File: src/pkg/irr_pkg.sv
/*
  Package for the infrared remote carrier modem: register offsets, field
  positions, reset values, divider codes and state encodings.
  Assumes a plain register port with 16-bit data and word indices.
*/
package irr_pkg;
  // Register indices on the plain register port
  localparam logic [1:0] IRR_CFG_ADDR = 2'h0;
  localparam logic [1:0] IRR_CAR_ADDR = 2'h1;
  localparam logic [1:0] IRR_LEN_ADDR = 2'h2;
  localparam logic [1:0] IRR_INT_ADDR = 2'h3;
  // Configuration register fields
  localparam int IRR_CG_DIV_LSB = 12;
  localparam int IRR_LC_DIV_LSB = 8;
  localparam int IRR_MODE_BIT = 1;
  localparam int IRR_EN_BIT = 0;
  // Carrier register fields
  localparam int IRR_CH_LSB = 8;
  localparam int IRR_CL_LSB = 0;
  // Length counter register fields
  localparam int IRR_LEVEL_BIT = 8;
  localparam int IRR_LEN_LSB = 0;
  // Interrupt register: enables in [10:8], flags in [2:0]
  localparam int IRR_IE_LSB = 8;
  localparam int IRR_UF_BIT = 0;
  localparam int IRR_RF_BIT = 1;
  localparam int IRR_FF_BIT = 2;
  // Divider codes and widths
  localparam logic [3:0] IRR_DIV_RSVD = 4'hF;
  localparam int IRR_PRE_W = 14;
  localparam logic [13:0] IRR_PRE_ONE = 14'h0001;
  localparam logic [7:0] IRR_LEN_ZERO = 8'h00;
  localparam logic [5:0] IRR_PH_ZERO = 6'h00;
  localparam logic [15:0] IRR_WORD_ZERO = 16'h0000;
  // Noise filter: level must stand for this many samples
  localparam logic [1:0] IRR_FILT_CNT = 2'h2;
  // Carrier phase states
  typedef enum logic [1:0] {
    IRR_PH_HIGH = 2'b01,
    IRR_PH_LOW  = 2'b10
  } irr_phase_e;
endpackage

File: src/core/irr_div_tick.sv
/*
  Power-of-two tick generator: one-cycle pulse every 2**code clocks.
  Assumes code stays constant while enabled; reserved code gives no ticks.
*/
`timescale 1ns/1ps
`default_nettype none
module irr_div_tick
  import irr_pkg::*;
(
  // Clock and reset
  input wire logic mclk,
  input wire logic reset,
  // Control
  input wire logic run,
  input wire logic [3:0] code,
  // Tick out
  output logic tick
);
  logic [IRR_PRE_W-1:0] cnt_r;
  logic [IRR_PRE_W-1:0] cnt_nxt;
  logic tick_nxt;
  logic [IRR_PRE_W-1:0] span;

  // Count up and tick when the selected span is reached
  always_comb
  begin
    span = (IRR_PRE_ONE << code) - IRR_PRE_ONE; // see [RL1] see [RL3]
    cnt_nxt = cnt_r;
    tick_nxt = 1'b0;
    if (!run || code == IRR_DIV_RSVD)
    begin
      cnt_nxt = '0;
    end
    else if (cnt_r >= span)
    begin
      cnt_nxt = '0;
      tick_nxt = 1'b1;
    end
    else
    begin
      cnt_nxt = cnt_r + IRR_PRE_ONE;
    end
  end

  // Register counter and tick
  always_ff @(posedge mclk)
  begin
    if (reset)
    begin
      cnt_r <= '0;
      tick <= 1'b0;
    end
    else
    begin
      cnt_r <= cnt_nxt;
      tick <= tick_nxt;
    end
  end
endmodule // irr_div_tick
`default_nettype wire

File: src/core/irr_edge_filt.sv
/*
  Receive input synchroniser and edge detector with a two-sample noise filter.
  Assumes samp is a one-cycle strobe from the carrier divider.
*/
`timescale 1ns/1ps
`default_nettype none
module irr_edge_filt
  import irr_pkg::*;
(
  // Clock and reset
  input wire logic mclk,
  input wire logic reset,
  // Control
  input wire logic run,
  input wire logic samp,
  // Pin
  input wire logic ir_receive_input,
  // Edge pulses
  output logic rise,
  output logic fall
);
  logic sync1_r;
  logic sync2_r;
  logic level_r;
  logic level_nxt;
  logic [1:0] same_r;
  logic [1:0] same_nxt;
  logic rise_nxt;
  logic fall_nxt;

  // Accept a new level once it stands for two samples
  always_comb
  begin
    level_nxt = level_r;
    same_nxt = same_r;
    rise_nxt = 1'b0;
    fall_nxt = 1'b0;
    if (!run)
    begin
      level_nxt = sync2_r;
      same_nxt = '0;
    end
    else if (samp)
    begin
      if (sync2_r == level_r)
      begin
        same_nxt = '0; // Glitch back: treat as noise, see [RL17]
      end
      else if (same_r + 2'h1 >= IRR_FILT_CNT)
      begin
        level_nxt = sync2_r;
        same_nxt = '0;
        rise_nxt = sync2_r; // see [RL15]
        fall_nxt = !sync2_r; // see [RL15]
      end
      else
      begin
        same_nxt = same_r + 2'h1;
      end
    end
  end

  // Synchroniser and filter state
  always_ff @(posedge mclk)
  begin
    if (reset)
    begin
      sync1_r <= 1'b0;
      sync2_r <= 1'b0;
      level_r <= 1'b0;
      same_r <= '0;
      rise <= 1'b0;
      fall <= 1'b0;
    end
    else
    begin
      sync1_r <= ir_receive_input;
      sync2_r <= sync1_r;
      level_r <= level_nxt;
      same_r <= same_nxt;
      rise <= rise_nxt;
      fall <= fall_nxt;
    end
  end
endmodule // irr_edge_filt
`default_nettype wire

File: src/core/irr_remote_unit.sv
/*
  Infrared remote carrier modem: registers, carrier generator, modulator,
  data length counter, edge causes and shared interrupt request.
  Assumes a plain register port on mclk and an IR receive pin from outside.
*/
// Summary of operation
// [RL1] Carrier clock is mclk over two to the divider code; code F reserved.
// [RL2] Carrier high lasts high field plus one, low lasts low field plus one.
// [RL3] Length clock has its own divider code with the same ratios.
// [RL4] Writing the length field loads the counter; it decrements per tick.
// [RL5] At zero the counter raises underflow, stops and holds zero.
// [RL6] Underflow requests an interrupt only when its enable is set.
// [RL7] Mode bit zero is transmit, one is receive.
// [RL8] Enable starts the selected mode; clearing it halts the block.
// [RL9] Transmit output is the level bit gated by the carrier.
// [RL10] Software clears level and length before enabling transmit.
// [RL11] Software changes clock and interrupt settings only while disabled.
// [RL12] Software computes length as duration times length clock rate.
// [RL13] Software writes next level then length in the underflow handler.
// [RL14] Software disables only after the final underflow.
// [RL15] Receive samples the input on the carrier clock and flags edges.
// [RL16] Rising and falling causes have separate enables.
// [RL17] A level held under two samples is noise and flags nothing.
// [RL18] Software measures pulses by loading FF and reading at next edge.
// [RL19] Software picks a length clock so pulses fit 256 counts.
// [RL20] Three causes share one interrupt; flags clear by writing one.
// [RL21] The length counter also runs and underflows in receive mode.
// [RL22] Reset clears all fields and the transmit output idles low.
// [RL23] Carrier restarts at its high phase whenever the block is enabled.
`timescale 1ns/1ps
`default_nettype none
module irr_remote_unit
  import irr_pkg::*;
(
  // Clock and reset
  input wire logic mclk,
  input wire logic reset,
  // Register port
  input wire logic [1:0] reg_addr,
  input wire logic [15:0] reg_wdata,
  input wire logic reg_wr,
  input wire logic reg_rd,
  output logic [15:0] reg_rdata,
  // Infrared pins
  input wire logic ir_receive_input,
  output logic ir_transmit_output,
  // Interrupt request
  output logic irq
);
  // Register state
  logic [3:0] carrier_clock_divider_r, carrier_clock_divider_nxt;
  logic [3:0] length_clock_divider_r, length_clock_divider_nxt;
  logic direction_mode_r, direction_mode_nxt;
  logic unit_enable_r, unit_enable_nxt;
  logic [5:0] carrier_high_length_r, carrier_high_length_nxt;
  logic [5:0] carrier_low_length_r, carrier_low_length_nxt;
  logic transmit_level_r, transmit_level_nxt;
  logic [7:0] pulse_length_value_r, pulse_length_value_nxt;
  logic [2:0] int_en_r, int_en_nxt;
  logic [2:0] int_flag_r, int_flag_nxt;
  logic [15:0] reg_rdata_nxt;
  logic irq_nxt;
  // Carrier state
  irr_phase_e phase_r, phase_nxt;
  logic [5:0] ph_cnt_r, ph_cnt_nxt;
  logic out_nxt;
  // Ticks and edges
  logic cg_tick;
  logic lc_tick;
  logic rise;
  logic fall;
  logic underflow;
  logic wr_len;

  // Write to a given register index
  function automatic logic wr_hit(input logic [1:0] idx);
    wr_hit = reg_wr && (reg_addr == idx);
  endfunction

  // Carrier clock divider
  irr_div_tick u_cg_div (
    .mclk(mclk),
    .reset(reset),
    .run(unit_enable_r),
    .code(carrier_clock_divider_r),
    .tick(cg_tick)
  );

  // Length counter clock divider, independent code
  irr_div_tick u_lc_div (
    .mclk(mclk),
    .reset(reset),
    .run(unit_enable_r),
    .code(length_clock_divider_r),
    .tick(lc_tick)
  );

  // Receive edge detector, only in receive mode
  irr_edge_filt u_edge (
    .mclk(mclk),
    .reset(reset),
    .run(unit_enable_r && direction_mode_r), // see [RL7] see [RL8]
    .samp(cg_tick),
    .ir_receive_input(ir_receive_input),
    .rise(rise),
    .fall(fall)
  );

  assign wr_len = wr_hit(IRR_LEN_ADDR);
  // Counter reaching zero from one on a tick, in either mode
  assign underflow = unit_enable_r && lc_tick && !wr_len
    && (pulse_length_value_r == 8'h01); // see [RL5] see [RL21]

  // Register file next values
  always_comb
  begin
    carrier_clock_divider_nxt = carrier_clock_divider_r;
    length_clock_divider_nxt = length_clock_divider_r;
    direction_mode_nxt = direction_mode_r;
    unit_enable_nxt = unit_enable_r;
    carrier_high_length_nxt = carrier_high_length_r;
    carrier_low_length_nxt = carrier_low_length_r;
    transmit_level_nxt = transmit_level_r;
    pulse_length_value_nxt = pulse_length_value_r;
    int_en_nxt = int_en_r;
    int_flag_nxt = int_flag_r;
    if (wr_hit(IRR_CFG_ADDR))
    begin
      carrier_clock_divider_nxt = reg_wdata[IRR_CG_DIV_LSB +: 4];
      length_clock_divider_nxt = reg_wdata[IRR_LC_DIV_LSB +: 4];
      direction_mode_nxt = reg_wdata[IRR_MODE_BIT]; // see [RL7]
      unit_enable_nxt = reg_wdata[IRR_EN_BIT]; // see [RL8]
    end
    if (wr_hit(IRR_CAR_ADDR))
    begin
      carrier_high_length_nxt = reg_wdata[IRR_CH_LSB +: 6];
      carrier_low_length_nxt = reg_wdata[IRR_CL_LSB +: 6];
    end
    // Load on write, else count down and stop at zero
    if (wr_len)
    begin
      transmit_level_nxt = reg_wdata[IRR_LEVEL_BIT];
      pulse_length_value_nxt = reg_wdata[IRR_LEN_LSB +: 8]; // see [RL4]
    end
    else if (unit_enable_r && lc_tick && pulse_length_value_r != IRR_LEN_ZERO)
    begin
      pulse_length_value_nxt = pulse_length_value_r - 8'h01; // see [RL4] see [RL5]
    end
    if (wr_hit(IRR_INT_ADDR))
    begin
      int_en_nxt = reg_wdata[IRR_IE_LSB +: 3]; // see [RL16]
      int_flag_nxt = int_flag_r & ~reg_wdata[2:0]; // see [RL20]
    end
    // Set wins over a clear in the same cycle
    int_flag_nxt[IRR_UF_BIT] = int_flag_nxt[IRR_UF_BIT] | underflow; // see [RL5]
    int_flag_nxt[IRR_RF_BIT] = int_flag_nxt[IRR_RF_BIT] | rise; // see [RL15]
    int_flag_nxt[IRR_FF_BIT] = int_flag_nxt[IRR_FF_BIT] | fall; // see [RL15]
    irq_nxt = |(int_flag_nxt & int_en_nxt); // see [RL6] see [RL16] see [RL20]
    // Read data
    reg_rdata_nxt = IRR_WORD_ZERO;
    if (reg_rd)
    begin
      case (reg_addr)
        IRR_CFG_ADDR: reg_rdata_nxt = {carrier_clock_divider_r, length_clock_divider_r,
          6'h00, direction_mode_r, unit_enable_r};
        IRR_CAR_ADDR: reg_rdata_nxt = {2'h0, carrier_high_length_r, 2'h0,
          carrier_low_length_r};
        IRR_LEN_ADDR: reg_rdata_nxt = {7'h00, transmit_level_r, pulse_length_value_r};
        IRR_INT_ADDR: reg_rdata_nxt = {5'h00, int_en_r, 5'h00, int_flag_r};
        default: reg_rdata_nxt = IRR_WORD_ZERO;
      endcase
    end
  end

  // Carrier generator and modulator next values
  always_comb
  begin
    phase_nxt = phase_r;
    ph_cnt_nxt = ph_cnt_r;
    if (!unit_enable_r)
    begin
      phase_nxt = IRR_PH_HIGH; // see [RL23]
      ph_cnt_nxt = IRR_PH_ZERO;
    end
    else if (cg_tick)
    begin
      case (phase_r)
        IRR_PH_HIGH:
        begin
          if (ph_cnt_r >= carrier_high_length_r) // see [RL2]
          begin
            phase_nxt = IRR_PH_LOW;
            ph_cnt_nxt = IRR_PH_ZERO;
          end
          else
          begin
            ph_cnt_nxt = ph_cnt_r + 6'h01;
          end
        end
        IRR_PH_LOW:
        begin
          if (ph_cnt_r >= carrier_low_length_r) // see [RL2]
          begin
            phase_nxt = IRR_PH_HIGH;
            ph_cnt_nxt = IRR_PH_ZERO;
          end
          else
          begin
            ph_cnt_nxt = ph_cnt_r + 6'h01;
          end
        end
        default:
        begin
          phase_nxt = IRR_PH_HIGH;
          ph_cnt_nxt = IRR_PH_ZERO;
        end
      endcase
    end
    // Level gated by carrier, transmit mode only
    out_nxt = unit_enable_r && !direction_mode_r && transmit_level_r
      && (phase_nxt == IRR_PH_HIGH); // see [RL9]
  end

  // Register all state
  always_ff @(posedge mclk)
  begin
    if (reset) // see [RL22]
    begin
      carrier_clock_divider_r <= 4'h0;
      length_clock_divider_r <= 4'h0;
      direction_mode_r <= 1'b0;
      unit_enable_r <= 1'b0;
      carrier_high_length_r <= IRR_PH_ZERO;
      carrier_low_length_r <= IRR_PH_ZERO;
      transmit_level_r <= 1'b0;
      pulse_length_value_r <= IRR_LEN_ZERO;
      int_en_r <= 3'h0;
      int_flag_r <= 3'h0;
      reg_rdata <= IRR_WORD_ZERO;
      irq <= 1'b0;
      phase_r <= IRR_PH_HIGH;
      ph_cnt_r <= IRR_PH_ZERO;
      ir_transmit_output <= 1'b0;
    end
    else
    begin
      carrier_clock_divider_r <= carrier_clock_divider_nxt;
      length_clock_divider_r <= length_clock_divider_nxt;
      direction_mode_r <= direction_mode_nxt;
      unit_enable_r <= unit_enable_nxt;
      carrier_high_length_r <= carrier_high_length_nxt;
      carrier_low_length_r <= carrier_low_length_nxt;
      transmit_level_r <= transmit_level_nxt;
      pulse_length_value_r <= pulse_length_value_nxt;
      int_en_r <= int_en_nxt;
      int_flag_r <= int_flag_nxt;
      reg_rdata <= reg_rdata_nxt;
      irq <= irq_nxt;
      phase_r <= phase_nxt;
      ph_cnt_r <= ph_cnt_nxt;
      ir_transmit_output <= out_nxt;
    end
  end
endmodule // irr_remote_unit
`default_nettype wire

File: config.mk
export PLATFORM = sky130hd
export DESIGN_NAME = irr_remote_unit
export DESIGN_NICKNAME = d
export VERILOG_FILES = /design/src/pkg/irr_pkg.sv /design/src/core/irr_div_tick.sv /design/src/core/irr_edge_filt.sv /design/src/core/irr_remote_unit.sv
export SDC_FILE = /design/constraint.sdc
export NUM_CORES = 1
export LEC_CHECK = 0
export BUFFER_PORTS_ARGS = -buffer_cell sky130_fd_sc_hd__buf_2
export CAP_MARGIN = 40
export CORE_UTILIZATION = 50
export CTS_CLUSTER_DIAMETER = 50
export DETAILED_ROUTE_END_ITERATION = 6
export PLACE_DENSITY = 0.68
export SETUP_SLACK_MARGIN = 0.05
export SLEW_MARGIN = 0
export SYNTH_ARGS = -nofsm -noshare
export SYNTH_HDL_FRONTEND = slang
export SYNTH_HIERARCHICAL = 1
export SYNTH_SLANG_ARGS = --single-unit
File: constraint.sdc
create_clock -name mclk -period 3.9 [get_ports mclk]
set_input_delay 0.39 -clock mclk [delete_from_list [all_inputs] [get_ports mclk]]
set_output_delay 0.39 -clock mclk [all_outputs]
set_load 0.01 [all_outputs]
=== After elaboration in Yosys (flattened, before gate mapping) ===
Index checks and enable logic that the tools add are counted.
Widths: inputs -> output; s select.

* Add/sub/neg operators: 7
* $mul: 0
* Div/mod/pow operators: 0
* Magnitude comparators: 5
* Eq/ne operators: 13
* Shift operators: 2
* Mux-type cells: 21
* Bitwise gates (word level): 11
* Reduce and logical (&&, ||, !) cells: 31

{| class="wikitable"
|+ Operators by type and width
! cell !! number
|-
| $pmux 16 s4 || 1
|-
| $add 14x1->14 const B || 2
|-
| $ge 14x14->1 || 2
|-
| $shl 1x4->14 const A || 2
|-
| $sub 14x1->14 const B || 2
|-
| $mux 8 || 2
|-
| $ge 6x6->1 || 2
|-
| $logic_and 1x1->1 || 12
|-
| $mux 2 || 6
|-
| $mux 6 || 2
|-
| $pmux 6 s2 || 1
|-
| $reduce_or 2->1 || 5
|-
| $reduce_or 3->1 || 3
|-
| $eq 4x4->1 const B || 2
|-
| $eq 8x1->1 const B || 1
|-
| $reduce_bool 8->1 || 1
|-
| $sub 8x1->8 const B || 1
|-
| $add 6x1->6 const B || 1
|-
| $and 3x3->3 || 2
|-
| $eq 2x1->1 const B || 3
|-
| $eq 2x2->1 const B || 3
|-
| $mux 1 || 6
|-
| $mux 3 || 2
|-
| $ne 2x2->1 const B || 3
|-
| other kinds (13) || 23
|}

* Flip-flop bits (word level): 100
* Bits in latches: 0
* RAM bits: 0
* Memory bits (read-only): 0
* Input bits: 23
* Output and inout bits: 18
* Memories: 0

=== Longest topological paths before layout ===
* Depth in word-level cells: 8
* Mapped depth: 14

=== Hierarchy ===
The synthesis kept the hierarchy.

{| class="wikitable"
|+ By module, submodules not included
! module !! instances !! cells each !! area each (um^2)
|-
| irr_remote_unit || 1 || 327 || 2905.3
|-
| irr_div_tick at u_lc_div || 1 || 147 || 1367.6
|-
| irr_div_tick at u_cg_div || 1 || 150 || 1345.0
|-
| irr_edge_filt || 1 || 25 || 294.0
|}

=== Worst setup path before layout ===
OpenSTA, ideal clock, no wires.

* Path kind: reg2reg
* Start point: reg carrier_clock_divider_r[0]
* End point: reg u_cg_div.cnt_r[0]
* Setup time: 79 ps
* Data arrival time: 3158 ps
* Setup slack: 663 ps
* Stages on the path, launching flop included: 15
* Clock period less this slack: 3237 ps
* Cell sequence: dfxtp_1 buf_2 or2_2 or3_1 ha_1 or2_1 o21ai_1 a22oi_1 o22a_1 ha_1 and4_4 a221o_1 a211o_4 buf_6 a211oi_2

* Word-level cells in the longest chain between the ends: 4
* Elaborated cells between the ends (all ways): 6
* Classes of those cells: add/sub (1); order compare (1); eq/ne (1); shift (1); reduce/logical (2)

{| class="wikitable"
|+ RTL lines
! item !! line !! text
|-
| from (decl) || irr_remote_unit.sv:51 || <nowiki>logic [3:0] carrier_clock_divider_r, carrier_clock_divider_nxt;</nowiki>
|-
| from (signal assigned) || irr_remote_unit.sv:247 || <nowiki>carrier_clock_divider_r <= carrier_clock_divider_nxt;</nowiki>
|-
| $shl 1x4->14 || irr_div_tick.sv:27 || <nowiki>span = (IRR_PRE_ONE << code) - IRR_PRE_ONE;</nowiki>
|-
| $sub 14x1->14 || irr_div_tick.sv:27 ||
|-
| $ge 14x14->1 || irr_div_tick.sv:34 || <nowiki>else if (cnt_r >= span)</nowiki>
|-
| $reduce_or 3->1 (no line) (*) || -- ||
|-
| to (signal assigned) || irr_div_tick.sv:55 || <nowiki>cnt_r <= cnt_nxt;</nowiki>
|-
| to (decl) || irr_div_tick.sv:19 || <nowiki>logic [IRR_PRE_W-1:0] cnt_r;</nowiki>
|}

Mark *: on every way between the ends. The rest lies on a longest branch, timed or not.
A chain may end at the register's enable or synchronous reset.

=== Worst setup path after layout ===
* Start point: reg length_clock_divider_r[0]
* End point: reg u_lc_div.tick

* Word-level cells in the longest chain between the ends: 4
* Elaborated cells between the ends (all ways): 7
* Classes of those cells: add/sub (1); order compare (1); eq/ne (1); shift (1); mux (1); reduce/logical (2)

{| class="wikitable"
|+ RTL lines
! item !! line !! text
|-
| from (decl) || irr_remote_unit.sv:52 || <nowiki>logic [3:0] length_clock_divider_r, length_clock_divider_nxt;</nowiki>
|-
| from (signal assigned) || irr_remote_unit.sv:248 || <nowiki>length_clock_divider_r <= length_clock_divider_nxt;</nowiki>
|-
| $shl 1x4->14 || irr_div_tick.sv:27 ||
|-
| $sub 14x1->14 || irr_div_tick.sv:27 ||
|-
| $ge 14x14->1 || irr_div_tick.sv:34 ||
|-
| $mux 1 || irr_div_tick.sv:34 ||
|-
| to (signal assigned) || irr_div_tick.sv:56 || <nowiki>tick <= tick_nxt;</nowiki>
|-
| to (decl) || irr_div_tick.sv:17 || <nowiki>output logic tick</nowiki>
|}

Several ways; a longest one is shown, not always the timed one.

==> impl_metrics.env <==
export IMPL_cts_setup_buffers=0
export IMPL_dr_first_iter_drc_count=391
export IMPL_cp_required_ps=4200
export IMPL_drive_above_1_share_pct=17.7
export IMPL_path_delay_family="simple AND/OR/NAND/NOR gates"
export IMPL_combPwrFrac_pct=15.3
export IMPL_nNetsFinal=750
export IMPL_grt_pass1_wl_mm=22.7
export IMPL_setup_viol=0
export IMPL_cts_hold_buf=0
export IMPL_antenna_found_initial=0
export IMPL_fmax_mhz=281
export IMPL_track_usage_pct=22.6
export IMPL_synthSimpleGateAreaFrac_pct=20.6
export IMPL_synth_mux_area_share_pct=4.38
export IMPL_hp_class="in -> reg"
export IMPL_final_util_pct=56.6
export IMPL_drc_errors=0
export IMPL_ant_nets=0
export IMPL_slew_violations=0
export IMPL_hold_violations=0
export IMPL_synth_edff_count=0
export IMPL_synth_compound_gate_area_share_pct=20.3
export IMPL_path_buf_inv=1
export IMPL_end_kind="flip-flop"
export IMPL_most_common_layout_cells="dfxtp_1, nand2_1, ha_1"
export IMPL_pin_count=41
export IMPL_swShare_pct=28.2
export IMPL_crit_type="reg -> reg"
export IMPL_ctsResizeCount=0
export IMPL_initial_core_util_pct=51.6
export IMPL_grt_max_degree=34
export IMPL_finalCritPeriodShare_pct=91.4
export IMPL_synth_main_ff_cell="dfxtp_1"
export IMPL_worstPathMaxFanout=12
export IMPL_grt_ovfl_total=0
export IMPL_worstSkewPairLatency_ps=350
export IMPL_syn_avg_cell_area_um2=9.11
export IMPL_layout_cells_most_common="dfxtp_1"
export IMPL_synthXorXnorAreaFrac_pct=5.33
export IMPL_power_frac_clock_pct=37.2
export IMPL_grt_pass1_vias=4602
export IMPL_cts_max_path_buffers=2
export IMPL_seq_power_share_pct=47.4
export IMPL_reg2reg_slack_ps=340
export IMPL_clkTransAtPathRegs_ps=70
export IMPL_synth_warnings=6
export IMPL_multi_input_area_um2=3620
export IMPL_startpoint_type="flip-flop"
export IMPL_num_fill_cells=1056
export IMPL_slowest_delay_ps=380
export IMPL_synth_nets=722
export IMPL_firstDrtPassIters=4
export IMPL_power_total_mw=2.23
export IMPL_synthAdderAreaFrac_pct=10.6
export IMPL_synth_largest_area_cell="dfxtp_1"
export IMPL_dieArea_um2=12300
export IMPL_setup_slack_ps=336
export IMPL_max_cap_violations=0
export IMPL_fp_row_count=39
export IMPL_synth_seq_area_share_pct=33.9
export IMPL_ys_ff_latch=100
export IMPL_async_reset_ff_share_pct=0
export IMPL_die_w_um=111
export IMPL_arrival_ps=3860
export IMPL_synth_area_um2=5910
export IMPL_finalWeightedCongestion=0.895
export IMPL_hpwlAfterDp_mm=9.94
export IMPL_place_ws_ps=298
export IMPL_antenna_cells=0
export IMPL_synthToLayoutAreaGrowth_pct=9.69
export IMPL_peakVddDrop_mv=0.264
export IMPL_drt_total_wl_mm=13.3
export IMPL_status="finished, final reports clean"
export IMPL_cts_buffers=9
export IMPL_htree_levels=3
export IMPL_synth_top_family_by_area="simple AND/OR/NAND/NOR gates"
export IMPL_syn_inst=649
export IMPL_core_area_um2=11500
export IMPL_fin_setup_tns_ps=0
export IMPL_port_buffers=40
export IMPL_skew_ps=12.0
export IMPL_ys_top_cells_by_area="dfxtp_1, ha_1, nand2_1"
export IMPL_p_sw_mw=0.629
export IMPL_seqCellArea_um2=2000
export IMPL_cpMaxStageDelayCell="dfxtp_1"
export IMPL_cts_tree="yes"
export IMPL_vias_per_cell=5.82
export IMPL_max_slew_worst_pin_slew_ps=679
export IMPL_synth_cell_type_count=83
export IMPL_cts_sinks=100
export IMPL_wl_per_cell_um=16.2
export IMPL_finalCriticalPeriod_ps=3560
export IMPL_dr_total_vias=4804
export IMPL_max_slew_margin_pct=54.7
export IMPL_internal_power_mw=1.60
export IMPL_power_leakage_nw=2.48
export IMPL_clockRootBuffer="clkbuf_16"
export IMPL_p_per_area_nw_per_um2=344
export IMPL_synth_top_area_share_pct=33.9
export IMPL_worstPathCellList="or2_2 > or3_1 > ha_1 > or2_2 > o21ai_0 > a22oi_1 > o22a_1 > ha_1 > nand4_2 > nor3_4 > buf_4 > o31a_1 > o21ba_1"
export IMPL_rsz0062_at_grt="no"
export IMPL_die_y_um=111
[worst reg2reg max path: stages (launching register included)]
cell	delay, ps
dfxtp_1	380
or2_2	350
or3_1	360
ha_1	210
or2_2	280
o21ai_0	240
a22oi_1	120
o22a_1	220
ha_1	280
nand4_2	120
nor3_4	340
buf_4	300
o31a_1	190
o21ba_1	120
[cells by family after synthesis]
logic type,count (synthesis)
AO/OA/AOI/OAI,146
XOR/XNOR,36
adder cells (fa/ha/maj),50
buffers and inverters,65
flip-flops,100
multiplexers,22
AND/OR/NAND/NOR,230
[cells in the mapped netlist, types with 4 or more instances]
| cell type | instances |
|---|---|
| mux2i_1 | 18 |
| inv_1 | 30 |
| nor3_1 | 7 |
| o21ai_0 | 13 |
| a211oi_2 | 12 |
| dfxtp_1 | 100 |
| a21o_1 | 6 |
| ha_1 | 50 |
| buf_2 | 7 |
| a31oi_1 | 5 |
| nor2b_1 | 12 |
| nand3_1 | 22 |
| and3_1 | 6 |
| clkbuf_1 | 14 |
| o21ai_1 | 5 |
| buf_1 | 6 |
| a22oi_1 | 7 |
| nand3b_1 | 6 |
| nor2_1 | 44 |
| xor2_1 | 27 |
| and4_1 | 4 |
| nand4_1 | 18 |
| nand2b_1 | 6 |
| a2111oi_2 | 14 |
| nand2_1 | 68 |
| a211oi_1 | 8 |
| and2_1 | 8 |
| a21oi_1 | 38 |
| xnor2_1 | 9 |
| buf_6 | 4 |
[power groups by stage]
stage               clock network [mW]  logic [mW]  registers (mW)
finish                           0.830       0.341            1.06
global route                     0.890       0.376            1.06
CTS                              0.852       0.340            1.06
detailed placement                   0       0.339            1.08
global placement                     0       0.327            1.08
floorplan                            0       0.275            1.07
[per-stage QoR]
step                      cell area, µm²  hold WS (ps)  instances
after floorplan                     5910           422        649
after detailed placement            6210           439        809
after global placement              6190           439        807
after global routing                6480           277        825
final                               6480           270        825
after CTS                           6480           256        825
[sequential cells by signal (all words and copies together), names as in the netlist, 4 cells and up]
name,flops
reg_rdata,16
u_cg_div/cnt_r,14
u_lc_div/cnt_r,14
pulse_length_value_r,8
carrier_high_length_r,6
carrier_low_length_r,6
ph_cnt_r,6
carrier_clock_divider_r,4
length_clock_divider_r,4
[layout make-up]
| cell class | count | share of cell area (%) |
|---|---|---|
| clock buffers | 11 | 3.59 |
| clock inverters | 5 | 0.598 |
| inverters | 30 | 1.74 |
| multi-input cells | 484 | 55.8 |
| flip-flops and latches | 100 | 30.9 |
| well taps | 143 | 2.76 |
| repair buffers | 52 | 4.65 |
[layer usage]
layer | global-route usage (%) | vias to the layer above | share of wire (%)
met5 | 0 | - | 0
li1 | - | 2406 | -
met1 | 31.1 | 2299 | 49
met3 | 3.55 | 7 | 4.1
met4 | 6.22 | 0 | 0.74
met2 | 36.5 | 92 | 47
[path summary, 6_finish.rpt]
path / start / end / cells after the start
setup / recovery: length_clock_divider_r[0] / u_lc_div/tick / 13
hold reg to reg: u_edge/same_r[1] / u_edge/same_r[1] / 2
setup reg to reg: length_clock_divider_r[0] / u_lc_div/tick / 13
hold / removal: ir_receive_input / u_edge/sync1_r / 2
Power figures use the tool's default switching activity.
